==> src/logic/light_sense_pkg.sv <==
// constants, field layouts and carriers for the light measurement control
// assumes one 40 MHz clock and a register port driven by a serial slave
package light_sense_pkg;

  // register offsets
  localparam logic [7:0] CMD1_ADDR    = 8'h00;
  localparam logic [7:0] CMD2_ADDR    = 8'h01;
  localparam logic [7:0] DATA_LO_ADDR = 8'h02;
  localparam logic [7:0] DATA_HI_ADDR = 8'h03;

  // field positions
  localparam int OP_MSB    = 7;
  localparam int OP_LSB    = 5;
  localparam int RES_MSB   = 3;
  localparam int RES_LSB   = 2;
  localparam int RANGE_MSB = 1;
  localparam int RANGE_LSB = 0;

  // writable bits; everything else is reserved and reads zero
  localparam logic [7:0] CMD1_MASK = 8'hE0;
  localparam logic [7:0] CMD2_MASK = 8'h0F;

  // reset values
  localparam logic [7:0]  CMD1_RESET   = 8'h00;
  localparam logic [7:0]  CMD2_RESET   = 8'h00;
  localparam logic [15:0] RESULT_RESET = 16'h0000;

  // operation codes
  localparam logic [2:0] OP_POWER_DOWN = 3'h0;
  localparam logic [2:0] OP_VIS_ONCE   = 3'h1;
  localparam logic [2:0] OP_IR_ONCE    = 3'h2;
  localparam logic [2:0] OP_VIS_CONT   = 3'h5;
  localparam logic [2:0] OP_IR_CONT    = 3'h6;

  // resolution codes
  localparam logic [1:0] RES_16 = 2'h0;
  localparam logic [1:0] RES_12 = 2'h1;
  localparam logic [1:0] RES_8  = 2'h2;
  localparam logic [1:0] RES_4  = 2'h3;

  // timing: full-resolution integration time and its cycle count
  localparam int MCLK_KHZ        = 40000;
  localparam int INT_TIME_MS     = 105;
  localparam int INT_CYCLES_FULL = MCLK_KHZ * INT_TIME_MS;
  localparam int FULL_SPAN       = 65536;

  // register port request from the serial slave engine
  typedef struct packed {
    logic       wr;
    logic       rd;
    logic [7:0] addr;
    logic [7:0] wdata;
  } regReq_t;

  // controls toward the analog front end
  typedef struct packed {
    logic       powerOn;
    logic       infrared;
    logic [1:0] range;
  } afeCtrl_t;

  function automatic logic opActive(input logic [2:0] op);
    return (op == OP_VIS_ONCE) || (op == OP_IR_ONCE) ||
           (op == OP_VIS_CONT) || (op == OP_IR_CONT);
  endfunction

  function automatic logic opOnce(input logic [2:0] op);
    return (op == OP_VIS_ONCE) || (op == OP_IR_ONCE);
  endfunction

  function automatic logic opInfrared(input logic [2:0] op);
    return (op == OP_IR_ONCE) || (op == OP_IR_CONT);
  endfunction

  // last tick index, equal to the largest count at that resolution
  function automatic logic [15:0] spanLastOf(input logic [1:0] res);
    case (res)
      RES_16:  return 16'hFFFF;
      RES_12:  return 16'h0FFF;
      RES_8:   return 16'h00FF;
      default: return 16'h000F;
    endcase
  endfunction

endpackage

==> src/logic/charge_balance_counter.sv <==
// counts balance pulses of one charge-balancing channel
// assumes balancePulse is asynchronous to mclk and slower than mclk / 2
`timescale 1ns/1ps
module charge_balance_counter
  import light_sense_pkg::*;
(
  input  wire logic        mclk,
  input  wire logic        nrst,
  input  wire logic        clear,
  input  wire logic        integrate,
  input  wire logic        balancePulse,
  input  wire logic [15:0] maxCount,
  output logic      [15:0] count
);

  logic        syncA;
  logic        syncB;
  logic        pulsePrev;
  logic [15:0] next_count;

  // saturating count of rising balance edges, capped at resolution
  always_comb begin
    next_count = count;
    if (clear) begin
      next_count = RESULT_RESET;
    end else if (integrate && syncB && !pulsePrev && count < maxCount) begin
      next_count = count + 16'h0001;
    end
  end

  // two-stage synchroniser; only syncB feeds the edge detector
  always_ff @(posedge mclk) begin
    if (!nrst) begin
      syncA     <= 1'b0;
      syncB     <= 1'b0;
      pulsePrev <= 1'b0;
      count     <= RESULT_RESET;
    end else begin
      syncA     <= balancePulse;
      syncB     <= syncA;
      pulsePrev <= syncB;
      count     <= next_count;
    end
  end

endmodule

==> src/logic/light_sense_ctrl.sv <==
// measurement sequencing and register file of the light sensor
// assumes a serial slave engine on the register port, on mclk
// What this block does
// - after reset the unit sits powered down, nothing converting
// - result registers read zero until a conversion completes
// - a one-shot command leaves power-down and starts one conversion
// - one-shot powers down after finishing and keeps the result; a CMD2 write in its last cycle leaves it converting visible back to back
// - continuous mode converts back to back, refreshing the result
// - power-down command stops conversion and powers down
// - four modes: visible or infrared, once or continuous
// - modes may be written in any order; each new one is obeyed
// - result is an unsigned count no wider than the resolution
// - counter width 4, 8, 12 or 16 sets integration length
// - conversion integrates balance pulses into up to 16 bits
// - full resolution integrates about 105 ms
// - range is host-settable; range 0 is the most sensitive
// - host reads the raw count through the result registers
`timescale 1ns/1ps
module light_sense_ctrl
  import light_sense_pkg::*;
#(
  parameter int INT_CYCLES = INT_CYCLES_FULL
)(
  input  wire logic       mclk,
  input  wire logic       nrst,
  input  wire regReq_t    regReq,
  output logic      [7:0] regRdData,
  input  wire logic       visibleSensePulse,
  input  wire logic       infraredSensePulse,
  output afeCtrl_t        afeCtrl,
  output logic            conversionDone
);

  // oscillator tick period; 105 ms over 65536 ticks rounds down
  localparam int OSC_DIV = (INT_CYCLES / FULL_SPAN < 1) ? 1 :
                           INT_CYCLES / FULL_SPAN;
  localparam logic [15:0] OSC_LAST = 16'(OSC_DIV - 1);

  typedef enum logic {sPowerDown, sConvert} state_t;

  state_t      state;
  state_t      next_state;
  logic [7:0]  cmd1;
  logic [7:0]  next_cmd1;
  logic [7:0]  cmd2;
  logic [7:0]  next_cmd2;
  logic [15:0] result;
  logic [15:0] next_result;
  logic [15:0] prescale;
  logic [15:0] next_prescale;
  logic [15:0] tickCnt;
  logic [15:0] next_tickCnt;
  logic [7:0]  next_regRdData;
  afeCtrl_t    next_afeCtrl;
  logic        next_conversionDone;
  logic        everDone;

  logic [2:0]  op;
  logic [1:0]  res;
  logic [15:0] spanLast;
  logic        wr1;
  logic        wr2;
  logic        cfgWrite;
  logic [2:0]  newOp;
  logic        tick;
  logic        done;
  logic        clearCnt;
  logic [15:0] visCount;
  logic [15:0] irCount;
  logic [15:0] activeCount;

  // decoded register fields and write strobes
  assign op       = cmd1[OP_MSB:OP_LSB];
  assign res      = cmd2[RES_MSB:RES_LSB];
  assign spanLast = spanLastOf(res);
  assign wr1      = regReq.wr && (regReq.addr == CMD1_ADDR);
  assign wr2      = regReq.wr && (regReq.addr == CMD2_ADDR);
  assign cfgWrite = wr1 || wr2;
  assign newOp    = wr1 ? regReq.wdata[OP_MSB:OP_LSB] : op;

  // oscillator tick and end of integration
  assign tick = (state == sConvert) && (prescale == OSC_LAST);
  assign done = tick && (tickCnt == spanLast);

  // channel pick follows the stored mode
  assign activeCount = opInfrared(op) ? irCount : visCount;

  // one counter per photodiode channel; both share the clear, but only the selected channel integrates
  charge_balance_counter visChannel (
    .mclk         (mclk),
    .nrst         (nrst),
    .clear        (clearCnt),
    .integrate    ((state == sConvert) && !opInfrared(op)),
    .balancePulse (visibleSensePulse),
    .maxCount     (spanLast),
    .count        (visCount)
  );

  charge_balance_counter irChannel (
    .mclk         (mclk),
    .nrst         (nrst),
    .clear        (clearCnt),
    .integrate    ((state == sConvert) && opInfrared(op)),
    .balancePulse (infraredSensePulse),
    .maxCount     (spanLast),
    .count        (irCount)
  );

  // sequencer, settings and result: next values
  always_comb begin
    next_state          = state;
    next_cmd1           = cmd1;
    next_cmd2           = cmd2;
    next_result         = result;
    next_prescale       = prescale;
    next_tickCnt        = tickCnt;
    next_conversionDone = 1'b0;
    clearCnt            = 1'b0;
    case (state)
      sPowerDown: begin
        next_prescale = 16'h0000;
        next_tickCnt  = 16'h0000;
      end
      sConvert: begin
        next_prescale = tick ? 16'h0000 : prescale + 16'h0001;
        if (tick) begin
          next_tickCnt = tickCnt + 16'h0001;
        end
        if (done) begin
          // one store keeps both bytes from the same conversion
          next_result         = activeCount;
          next_conversionDone = 1'b1;
          next_tickCnt        = 16'h0000;
          clearCnt            = 1'b1;
          if (opOnce(op)) begin
            next_state = sPowerDown;
            next_cmd1  = {OP_POWER_DOWN, cmd1[OP_LSB-1:0]};
          end else begin
            next_state = sConvert;
          end
        end
      end
      default: begin
        next_state = sPowerDown;
      end
    endcase
    // a settings write overrides the sequencer and restarts cleanly
    if (wr1) begin
      next_cmd1 = regReq.wdata & CMD1_MASK;
    end
    if (wr2) begin
      next_cmd2 = regReq.wdata & CMD2_MASK;
    end
    if (cfgWrite) begin
      next_prescale = 16'h0000;
      next_tickCnt  = 16'h0000;
      clearCnt      = 1'b1;
      if (opActive(newOp)) begin
        next_state = sConvert;
      end else begin
        next_state = sPowerDown;
      end
    end
  end

  // read data and front-end controls; unmapped offsets read zero
  always_comb begin
    next_regRdData = regRdData;
    if (regReq.rd) begin
      case (regReq.addr)
        CMD1_ADDR:    next_regRdData = cmd1;
        CMD2_ADDR:    next_regRdData = cmd2;
        DATA_LO_ADDR: next_regRdData = result[7:0];
        DATA_HI_ADDR: next_regRdData = result[15:8];
        default:      next_regRdData = 8'h00;
      endcase
    end
    next_afeCtrl.powerOn  = (next_state == sConvert);
    next_afeCtrl.infrared = opInfrared(next_cmd1[OP_MSB:OP_LSB]);
    next_afeCtrl.range    = next_cmd2[RANGE_MSB:RANGE_LSB];
  end

  // registers; reset leaves the unit powered down with a zero result
  always_ff @(posedge mclk) begin
    if (!nrst) begin
      state          <= sPowerDown;
      cmd1           <= CMD1_RESET;
      cmd2           <= CMD2_RESET;
      result         <= RESULT_RESET;
      prescale       <= 16'h0000;
      tickCnt        <= 16'h0000;
      regRdData      <= 8'h00;
      afeCtrl        <= '0;
      conversionDone <= 1'b0;
    end else begin
      state          <= next_state;
      cmd1           <= next_cmd1;
      cmd2           <= next_cmd2;
      result         <= next_result;
      prescale       <= next_prescale;
      tickCnt        <= next_tickCnt;
      regRdData      <= next_regRdData;
      afeCtrl        <= next_afeCtrl;
      conversionDone <= next_conversionDone;
    end
  end

  // helper for checks: has any conversion finished since reset
  always_ff @(posedge mclk) begin
    if (!nrst) begin
      everDone <= 1'b0;
    end else if (done) begin
      everDone <= 1'b1;
    end
  end

  // checks
  a_reset_power_down:
    assert property (@(posedge mclk) disable iff (!nrst)
      $past(!nrst) |-> (state == sPowerDown && !afeCtrl.powerOn))
    else $error("unit not powered down after reset");

  a_result_zero_early:
    assert property (@(posedge mclk) disable iff (!nrst)
      (result != 16'h0000) |-> everDone)
    else $error("result nonzero before any conversion");

  a_once_start:
    assert property (@(posedge mclk) disable iff (!nrst)
      (wr1 && opOnce(regReq.wdata[OP_MSB:OP_LSB]))
      |=> (state == sConvert && tickCnt == 16'h0000 && afeCtrl.powerOn))
    else $error("one-shot command did not start a conversion");

  a_once_power_down:
    assert property (@(posedge mclk) disable iff (!nrst)
      (done && opOnce(op) && !cfgWrite)
      |=> (state == sPowerDown && result == $past(activeCount))
          ##1 (result == $past(result)))
    else $error("one-shot did not stop or lost its result");

  a_cont_refresh:
    assert property (@(posedge mclk) disable iff (!nrst)
      (done && !opOnce(op) && !cfgWrite)
      |=> (state == sConvert && result == $past(activeCount)
           && tickCnt == 16'h0000))
    else $error("continuous mode did not refresh and rerun");

  a_power_down_cmd:
    assert property (@(posedge mclk) disable iff (!nrst)
      (wr1 && !opActive(regReq.wdata[OP_MSB:OP_LSB]))
      |=> (state == sPowerDown && !afeCtrl.powerOn))
    else $error("power-down command ignored");

  a_result_width:
    assert property (@(posedge mclk) disable iff (!nrst)
      done |=> (result <= $past(spanLast)))
    else $error("result wider than resolution");

  a_span_length:
    assert property (@(posedge mclk) disable iff (!nrst)
      (state == sConvert && !tick && !cfgWrite)
      |=> (tickCnt == $past(tickCnt)))
    else $error("tick count moved without an oscillator tick");

  a_tick_rate:
    assert property (@(posedge mclk) disable iff (!nrst)
      tick |-> (prescale == OSC_LAST && $past(prescale) == OSC_LAST - 16'h1
                || OSC_LAST == 16'h0000))
    else $error("oscillator tick period wrong");

  a_restart_write:
    assert property (@(posedge mclk) disable iff (!nrst)
      (cfgWrite && state == sConvert && opActive(newOp))
      |=> (state == sConvert && tickCnt == 16'h0000
           && prescale == 16'h0000 && activeCount == 16'h0000))
    else $error("settings write did not restart conversion");

  a_channel_select:
    assert property (@(posedge mclk) disable iff (!nrst)
      (state == sConvert)
      |-> (afeCtrl.powerOn && afeCtrl.infrared == opInfrared(op)))
    else $error("front end not on the selected channel");

  a_range_follow:
    assert property (@(posedge mclk) disable iff (!nrst)
      afeCtrl.range == cmd2[RANGE_MSB:RANGE_LSB])
    else $error("range control differs from register");

  a_read_low:
    assert property (@(posedge mclk) disable iff (!nrst)
      (regReq.rd && regReq.addr == DATA_LO_ADDR)
      |=> (regRdData == $past(result[7:0])))
    else $error("low result byte read wrong");

  a_read_high:
    assert property (@(posedge mclk) disable iff (!nrst)
      (regReq.rd && regReq.addr == DATA_HI_ADDR)
      |=> (regRdData == $past(result[15:8])))
    else $error("high result byte read wrong");

  a_result_update:
    assert property (@(posedge mclk) disable iff (!nrst)
      (result != $past(result)) |-> conversionDone)
    else $error("result changed outside a conversion end");

endmodule

==> config.mk <==
export PLATFORM = sky130hd
export DESIGN_NAME = light_sense_ctrl
export DESIGN_NICKNAME = d
export VERILOG_FILES = /design/src/logic/light_sense_pkg.sv /design/src/logic/charge_balance_counter.sv /design/src/logic/light_sense_ctrl.sv
export SDC_FILE = /design/constraint.sdc
export NUM_CORES = 1
export LEC_CHECK = 0
export ABC_AREA = 1
export BUFFER_PORTS_ARGS = -buffer_cell sky130_fd_sc_hd__buf_4
export CAP_MARGIN = 20
export CELL_PAD_IN_SITES_DETAIL_PLACEMENT = 1
export CELL_PAD_IN_SITES_GLOBAL_PLACEMENT = 2
export CORE_MARGIN = 2
export CORE_UTILIZATION = 35
export DETAILED_ROUTE_END_ITERATION = 10
export GPL_ROUTABILITY_DRIVEN = 0
export PLACE_DENSITY_LB_ADDON = 0.3
export SYNTH_ARGS = -nofsm -noshare
export SYNTH_HDL_FRONTEND = slang
export SYNTH_SLANG_ARGS = --single-unit
export TNS_END_PERCENT = 5
==> constraint.sdc <==
create_clock -name mclk -period 2.3 [get_ports mclk]
set_input_delay 0.23 -clock mclk [delete_from_list [all_inputs] [get_ports mclk]]
set_output_delay 0.23 -clock mclk [all_outputs]
set_load 0.1 [all_outputs]
==> impl_metrics.toml, run 1 <==
[layout]
area_growth_pct = 14.6
drive_gt1_share_pct = 15.3
fin_cells = 1164
final_util_pct = 41.0
antennaDiodeCount = 0
final_nets = 984
fin_area_um2 = 7060
multiInputGateArea_um2 = 3600
regArea_um2 = 2080
fill_cells = 2216

[routing]
drtAntennaViolNets = 0
wl_per_cell_um = 15.4
totalWireLength_mm = 17.9
vias = 5865
via_per_inst = 5.04
drt_iter0_drc = 293
drc = 0
firstDrtPassIters = 4

[timing]
period_needed_ns = 2.10
fin_tns_setup_ns = 0
worst_slack_ns = 0.199
finalHoldViolCount = 0
setup_viol = 0
timing.hold.ws_ns = 0.0722
max_freq_mhz = 476
slew_headroom_pct = 61.2
rsz0062_at_grt = "false"
worst_slew_pin_slew_ns = 0.578
fin_crit_sh_pct = 91.4
slew_viol_final = 0
fin_skew_ns = 0.00697

[clock_tree]
clk_latency_ns = 0.36
cts_tree = "done"
path_clk_slew_ns = 0.07
cts.root.buffer_cell = "clkbuf_16"
numCtsBuffers = 9
htreeDepth = 3
cts_sinks = 104
cts_buffer_depth = 2

[critical_path]
worstPathArrival_ns = 2.34
cp-start-kind = "flop"
critPathTopFamily = "compound AO/OA/AOI/OAI gates"
required_ns = 2.54
cpPeakStageDelay_ns = 0.36
worst-path-buf-inv = 1
cp-end-kind = "flop"
worstSetupPathType = "flop to flop"
cp_common_cell = "a21oi_1"
cp_max_fo = 16
r2r_slack_ns = 0.20
critPathSlowestCell = "dfxtp_2"
path_cells = "nor2_1 > inv_2 > ha_1 > a21oi_1 > o21ai_0 > a21oi_2 > nand3_4 > nand2_1 > a21oi_1"

[synthesis]
yosysMostFrequentCell = "nand2_1"
yosysTopAreaCell = "dfxtp_1"
ys_warn_count = 0
synth_seq_cells = 104
async_flop_share_pct = 0
yosys.area.top_type_share_pct = 33.8
synth_area_per_cell_um2 = 6.92
synth_common_cells = "237 x nand2_1, 104 x dfxtp_1, 75 x nor2_1"
synth_seq_area_share_pct = 33.8
syn-num-nets = 940
synth_flop_cell = "dfxtp_1"
synth.area.top_cells = "dfxtp_1 34%, nand2_1 14%, a21oi_1 5.7%, ha_1 5.7%, nand3_1 5.2%"
synth_edf_count = 0
netlist_instances = 890
syn_area_um2 = 6160
yosysUniqueCellTypes = 41

[global_route]
antenna_found_initial = 0
grt_use_total_pct = 20.1
grt_first_pass_wirelength_mm = 29.5
grt_start_max_net_pins = 33
grt_pass1_vias = 5717
grt-ovfl-total = 0

[floorplan]
die_w_um = 137
initial_core_util_pct = 35.7
die_area_um2 = 18700
rows = 48
core_area_um2 = 17200
ios = 35
dieHeight_um = 137

[power]
peakVddDrop_v = 0.000300
power_leakage_nw = 2.76
power.density_nw_per_um2 = 486
power_mw = 3.44

[placement]
port_buffers = 33
pre_cts_ws_ns = 0.000983
dp.cells = 1146
place_area_um2 = 6730
hpwl_mm = 13.4

[job]
maxCapViolations = 0

[outcome]
outcome = "finished, final reports clean"

[hold_path]
hold_class = "input pin to flop"
[final cells by class]
cell class	count	area share, %
clock inverters	6	0.709
inverters	83	4.52
well taps	225	3.99
multi-input cells	674	51.0
repair buffers	62	6.87
clock buffers	10	3.38
flip-flops and latches	104	29.5
[power by group]
| group | leakage [nW] | internal, mW | switching (mW) |
|---|---|---|---|
| combinational | 1.79 | 0.0358 | 0.0602 |
| clock | 0.136 | 0.779 | 0.756 |
| sequential | 0.839 | 1.80 | 0.00186 |
[what timing repair did]
action	4_1_cts	5_1_grt
hold buffers	0	0
setup endpoints to repair	16	32
buffers inserted	0	2
pin swaps	0	3
gates resized for setup	1	6
[worst min-delay path, cell delays in order]
cell and delay (ns):
buf_4 0.09, nand2_1 0.04, inv_1 0.04
[metal layers]
layer	up-vias	routed length (um)	global-route usage [%]
li1	3041	-	-
met1	2736	9020	28.3
met2	76	8090	32.3
met3	12	628	2.48
met4	0	189	5.21
met5	-	0	0
[placed cells by master (no fill, tap or decap), types with 3 or more instances in the layout]
master and n:
nor2_2 6, nand2_2 17, nor3_2 4, dfxtp_1 102
o21ai_1 4, inv_2 8, nor2_1 75, nand2_1 237
inv_1 72, nand4_1 45, nor2_4 3, a21oi_1 70
inv_6 3, clkbuf_16 9, xnor2_1 9, a21oi_2 12
buf_4 59, o22ai_1 8, nor3_1 15, ha_1 28
o21bai_1 3, nand3_1 64, xor2_1 24, o21ai_0 33
[sequential cells by signal (all words and copies together) (netlist names), 3 cells and up]
register          cells
irChannel.count      16
prescale             16
result               16
tickCnt              16
visChannel.count     16
regRdData             8
cmd2                  4
cmd1                  3
[final timing paths]
| path | startpoint | to | cells past startpoint |
|---|---|---|---|
| worst max-delay path | cmd2[3] | visChannel.count[15] | 9 |
| worst min-delay path | visibleSensePulse | visChannel.syncA | 3 |
| worst max register to register | cmd2[3] | visChannel.count[15] | 9 |
| worst min register to register | irChannel.syncA | irChannel.syncB | 2 |
[kinds of logic after synthesis]
| logic type | share of synthesized area, % |
|---|---|
| and+or+nand+nor | 35.7 |
| AOI/OAI and AO/OA | 12.2 |
| buffers and inverters | 7.92 |
| DFF | 33.8 |
| xor gates and xnor gates | 4.69 |
| adders and majority gates | 5.69 |
Power figures use the tool's default switching activity.
==> inputs of run 2 (changes only) <==
ABC_AREA = default   (was 1)
CORE_MARGIN = default   (was 2)
CORE_UTILIZATION = 38   (was 35)
==> impl_metrics.toml, run 2 <==
[critical_path]
worstPathArrival_ns = 2.75
cp_max_fo = 7
worstSetupPathType = "flop to flop"
path_cells = "nand2_4 > inv_8 > buf_4 > ha_4 > a211o_1 > a31o_2 > a22oi_2 > nand3_4 > or4_4 > a21oi_2"
cpPeakStageDelay_ns = 0.56
cp-start-kind = "flop"
cp-end-kind = "flop"
required_ns = 2.59
critPathSlowestCell = "or4_4"

[synthesis]
synth_seq_cells = 104
synth_common_cells = "104 x dfxtp_1, 58 x nor2_1, 34 x nand2_1"
synth_top_family_by_area = "simple AND/OR/NAND/NOR gates"
synth_seq_area_share_pct = 38.3
synth_compound_area_share_pct = 13.4
netlist_instances = 610
synth-xor-area-share_pct = 5.64
yosys.area.top_type_share_pct = 38.3
synth_edf_count = 0
yosysUniqueCellTypes = 52
synth_flop_cell = "dfxtp_1"
syn-num-nets = 660
syn_area_um2 = 5430
yosysTopAreaCell = "dfxtp_1"
yosysMostFrequentCell = "dfxtp_1"
async_flop_share_pct = 0
synth.area.top_cells = "dfxtp_1 38%, ha_1 6.5%, xor2_1 4.0%, nor2_1 4.0%, mux2_2 3.9%"
synth_area_per_cell_um2 = 8.90
synthMuxAreaShare_pct = 7.81
synthSimpleGateAreaFrac_pct = 24.5
ys_warn_count = 0
synthAdderAreaFrac_pct = 6.45

[layout]
regArea_um2 = 2090
fill_cells = 1574
final_util_pct = 49.6
fin_cells = 886
antennaDiodeCount = 0
area_growth_pct = 27.3
final_cell_mix = "102 x dfxtp_1, 100 x buf_4, 57 x nor2_1"
final_nets = 751
drive_gt1_share_pct = 27.1
multiInputGateArea_um2 = 3420
mostFrequentLayoutCell = "dfxtp_1"

[routing]
via_per_inst = 5.43
firstDrtPassIters = 4
drtAntennaViolNets = 0
wl_per_cell_um = 17.0
drt_iter0_drc = 188
drc = 0
vias = 4808
totalWireLength_mm = 15.0

[clock_tree]
htreeDepth = 3
cts_tree = "done"
path_clk_slew_ns = 0.07
cts.root.buffer_cell = "clkbuf_16"
numCtsBuffers = 9
clk_latency_ns = 0.36
cts_sinks = 104
cts_buffer_depth = 2

[placement]
hpwl_mm = 10.9
dp.cells = 856
port_buffers = 33

[job]
maxCapViolations = 0

[global_route]
grt_first_pass_wirelength_mm = 24.1
grt_start_max_net_pins = 43
grt_pass1_vias = 4907
antenna_found_initial = 0
grt-ovfl-total = 0
grt_use_total_pct = 21.2

[floorplan]
initial_core_util_pct = 39.0
ios = 35
dieHeight_um = 122
die_w_um = 122
rows = 43
die_area_um2 = 14800
core_area_um2 = 13900

[outcome]
failed_checks = "negative setup slack"
outcome = "finished with violations"

[timing]
worst_slack_ns = -0.163
period_needed_ns = 2.46
fin_tns_setup_ns = -1.77
finalHoldViolCount = 0
fin_crit_sh_pct = 107
slew_viol_final = 0
max_freq_mhz = 406
fin_skew_ns = 0.00700
worst_slew_pin_slew_ns = 0.458
slew_headroom_pct = 69.2
setup_viol = 20
timing.hold.ws_ns = 0.0779
rsz0062_at_grt = "true"

[power]
power_leakage_nw = 2.61
power_mw = 3.34
power.density_nw_per_um2 = 483
peakVddDrop_v = 0.000359

[hold_path]
hold_class = "input pin to flop"
==> run 2: what timing repair did <==
| action | in CTS | in global routing |
|---|---|---|
| hold buffers | 0 | 0 |
| pin swaps | 15 | 22 |
| gates cloned | 0 | 1 |
| endpoints found under the setup margin | 24 | 33 |
| setup buffers | 4 | 9 |
| resized for setup | 14 | 36 |
==> run 2: cell families after synthesis <==
logic type	after synthesis
XOR/XNOR	35
buffers and inverters	43
flip-flops	104
AND/OR/NAND/NOR	248
multiplexers	40
adder cells (fa/ha/maj)	28
AO/OA/AOI/OAI	112
==> run 2: where the power goes <==
| part | switching [mW] | internal (mW) | total, mW |
|---|---|---|---|
| clock | 0.707 | 0.741 | 1.45 |
| sequential | 0.00222 | 1.80 | 1.80 |
| combinational | 0.0460 | 0.0398 | 0.0858 |
| total | 0.755 | 2.58 | 3.34 |
==> run 2: stage by stage <==
step	cell area (um^2)	setup slack, ns
CTS	6660	-0.176
finish	6910	-0.163
detailed placement	6290	-0.294
floorplan	5490	-0.0152
global placement	6290	-0.145
global route	6910	-0.231
==> run 2: routing by layer <==
metal  up-vias  share of wire (%)  global-route usage (%)
met2        59                 48                    35.4
met3        23                2.0                    2.81
met5         -                  0                       0
li1       2390                  -                       -
met1      2336                 48                    27.1
met4         0                2.3                    9.57
==> run 2: worst paths after layout <==
| kind | from | to | slack, ns | depth (start not counted) |
|---|---|---|---|---|
| max | cmd2[3] | irChannel.count[15] | -0.16 | 10 |
| min | visibleSensePulse | visChannel.syncA | 0.08 | 2 |
| max reg2reg | cmd2[3] | irChannel.count[15] | -0.16 | 10 |
| min reg2reg | prescale[0] | prescale[0] | 0.46 | 1 |
==> run 2: critical path, delay by kind of cell (launching register included) <==
family          cells  cell delay (ns)
compound gates      4             0.83
fa+ha+maj           1             0.15
buf+inv             2             0.19
flops               1             0.38
simple gates        3             0.83
==> run 2: final cells by class <==
type                       count  area share, %
multi-input combinational    464           49.4
inverter                      17           1.07
sequential                   104           30.2
clock inverter                 4          0.434
tap                          180           3.26
clock buffer                  12           3.42
timing repair buffer         105           12.2
==> inputs of run 3 (changes only) <==
ABC_AREA = 1   (was default)
CORE_UTILIZATION = 35   (was 38)
==> impl_metrics.toml, run 3 (same netlist as run 1, synthesis figures left out) <==
[timing]
fin_crit_sh_pct = 89.7
fin_tns_setup_ns = 0
max_freq_mhz = 485
worst_slew_pin_slew_ns = 0.660
setup_viol = 0
period_needed_ns = 2.06
slew_headroom_pct = 55.6
timing.hold.ws_ns = 0.0628
finalHoldViolCount = 0
slew_viol_final = 0
fin_skew_ns = 0.00961
rsz0062_at_grt = "false"
worst_slack_ns = 0.238

[layout]
drive_gt1_share_pct = 14.8
fin_cells = 1159
mostFrequentLayoutCell = "nand2_1"
area_growth_pct = 15.0
final_cell_mix = "237 x nand2_1, 104 x dfxtp_1, 74 x nor2_1"
antennaDiodeCount = 0
final_nets = 979

[power]
p_seq_share_pct = 49.5
p_clk_share_pct = 47.8
peakVddDrop_v = 0.000322
p_sw_mw = 0.834
p_int_mw = 2.81
power.density_nw_per_um2 = 514
power_mw = 3.64
switching_share_pct = 22.9
p_comb_share_pct = 2.6
power_leakage_nw = 2.76

[placement]
pre_cts_ws_ns = 0.0933
hpwl_mm = 13.5
dp.cells = 1141
port_buffers = 33

[routing]
wl_per_cell_um = 15.6
drc = 0
vias = 5851
drtAntennaViolNets = 0
firstDrtPassIters = 4
totalWireLength_mm = 18.1
drt_iter0_drc = 311
via_per_inst = 5.05

[floorplan]
core_area_um2 = 17200
dieHeight_um = 135
initial_core_util_pct = 35.7
rows = 48
ios = 35
die_w_um = 135
die_area_um2 = 18100

[critical_path]
cp-start-kind = "flop"
r2r_slack_ns = 0.24
worstSetupPathType = "flop to flop"
worstPathArrival_ns = 2.35
cp-end-kind = "flop"
required_ns = 2.58
rr_worst_depth = 11
r2r-end = "visChannel.count[12]"
cp_max_fo = 16
reg2reg_from = "cmd2[2]"

[hold_path]
hold_class = "input pin to flop"
hold-path-endpoint = "visChannel.syncA"
holdCritStartpoint = "visibleSensePulse"
hold_path_depth = 3

[global_route]
grt-ovfl-total = 0
grt_first_pass_wirelength_mm = 29.3
grt_use_total_pct = 20.5
antenna_found_initial = 0
grt_pass1_vias = 5717
grt_start_max_net_pins = 33

[clock_tree]
cts_buffer_depth = 2
numCtsBuffers = 9
clk_latency_ns = 0.36
cts_sinks = 104
cts.root.buffer_cell = "clkbuf_16"
ctsHoldBuffers = 0
cts_tree = "done"
path_clk_slew_ns = 0.08
htreeDepth = 3

[outcome]
outcome = "finished, final reports clean"

[job]
maxCapViolations = 0
run 3: cell count changes in the layout (fill, tap and decap cells not counted), moves of 16 or more:
cell     change
buf_4       -47
nor2_1      +17
nand2_2     +16
nand3_1     +34
nand4_1     +25
nand2_1    +205
inv_1       +57
mux2_2      -19
nor2b_1     -20
mux2i_1     -21
a21oi_1     +50
and2_1      -20
run 3: repair_timing:
item / 4_1_cts / 5_1_grt
buffers inserted: 0 / 1
setup endpoints to repair: 0 / 32
endpoints found under the hold margin: 0 / 0
gates resized for setup: 0 / 7
run 3: area by class of cell:
cell class                      count  area (um^2)
Timing Repair Buffer               56          449
Clock inverter                      7          103
Inverter                           83          319
Multi-Input combinational cell    675         3620
Tap cell                          225          282
Sequential cell                   104         2080
Clock buffer                        9          225
Fill cell                        2211        10200
run 3: how the worst max path moves through the flow:
stage                 start                   end  slack (ns)  cells after the start
floorplan           cmd2[3]   visChannel.count[2]        0.25                      9
global placement    cmd2[3]   visChannel.count[6]        0.15                     10
detailed placement  cmd2[3]   irChannel.count[12]        0.09                     11
CTS                 cmd2[3]   irChannel.count[12]        0.07                     11
global route        cmd2[3]    irChannel.count[1]        0.02                     11
finish              cmd2[2]  visChannel.count[12]        0.24                     11
run 3: power by group through the flow:
stage | clock, mW | sequential [mW] | combinational [mW]
final | 1.74 | 1.80 | 0.0954
after global routing | 1.83 | 1.81 | 0.104
after CTS | 1.78 | 1.80 | 0.0974
after detailed placement | 0 | 1.85 | 0.0969
after global placement | 0 | 1.85 | 0.0964
after floorplan | 0 | 1.85 | 0.0473
run 3: stage by stage:
stage | instance area (um^2) | util, %
floorplan | 6160 | -
CTS | 7040 | 40.8
detailed placement | 6710 | 38.9
global placement | 6710 | 38.9
global route | 7080 | 41.1
finish | 7080 | 41.1
run 3: critical path: stages, from the launching register on:
cell and delay [ns]:
dfxtp_1 0.41, nand2_2 0.12, inv_4 0.17, ha_1 0.27, nand2_1 0.09, nor2_1 0.05
nand2_1 0.05, nand2_1 0.08, o21ai_4 0.24, buf_6 0.23, nand4_1 0.13, a21oi_1 0.15
run 3: per-layer routing:
layer / global-route usage [%] / up-vias / part of all wire (%)
met4: 6.37 / 0 / 1.5
met1: 28.4 / 2727 / 51
met2: 32.9 / 77 / 45
met5: 0 / - / 0
met3: 2.63 / 18 / 3.2
li1: - / 3029 / -
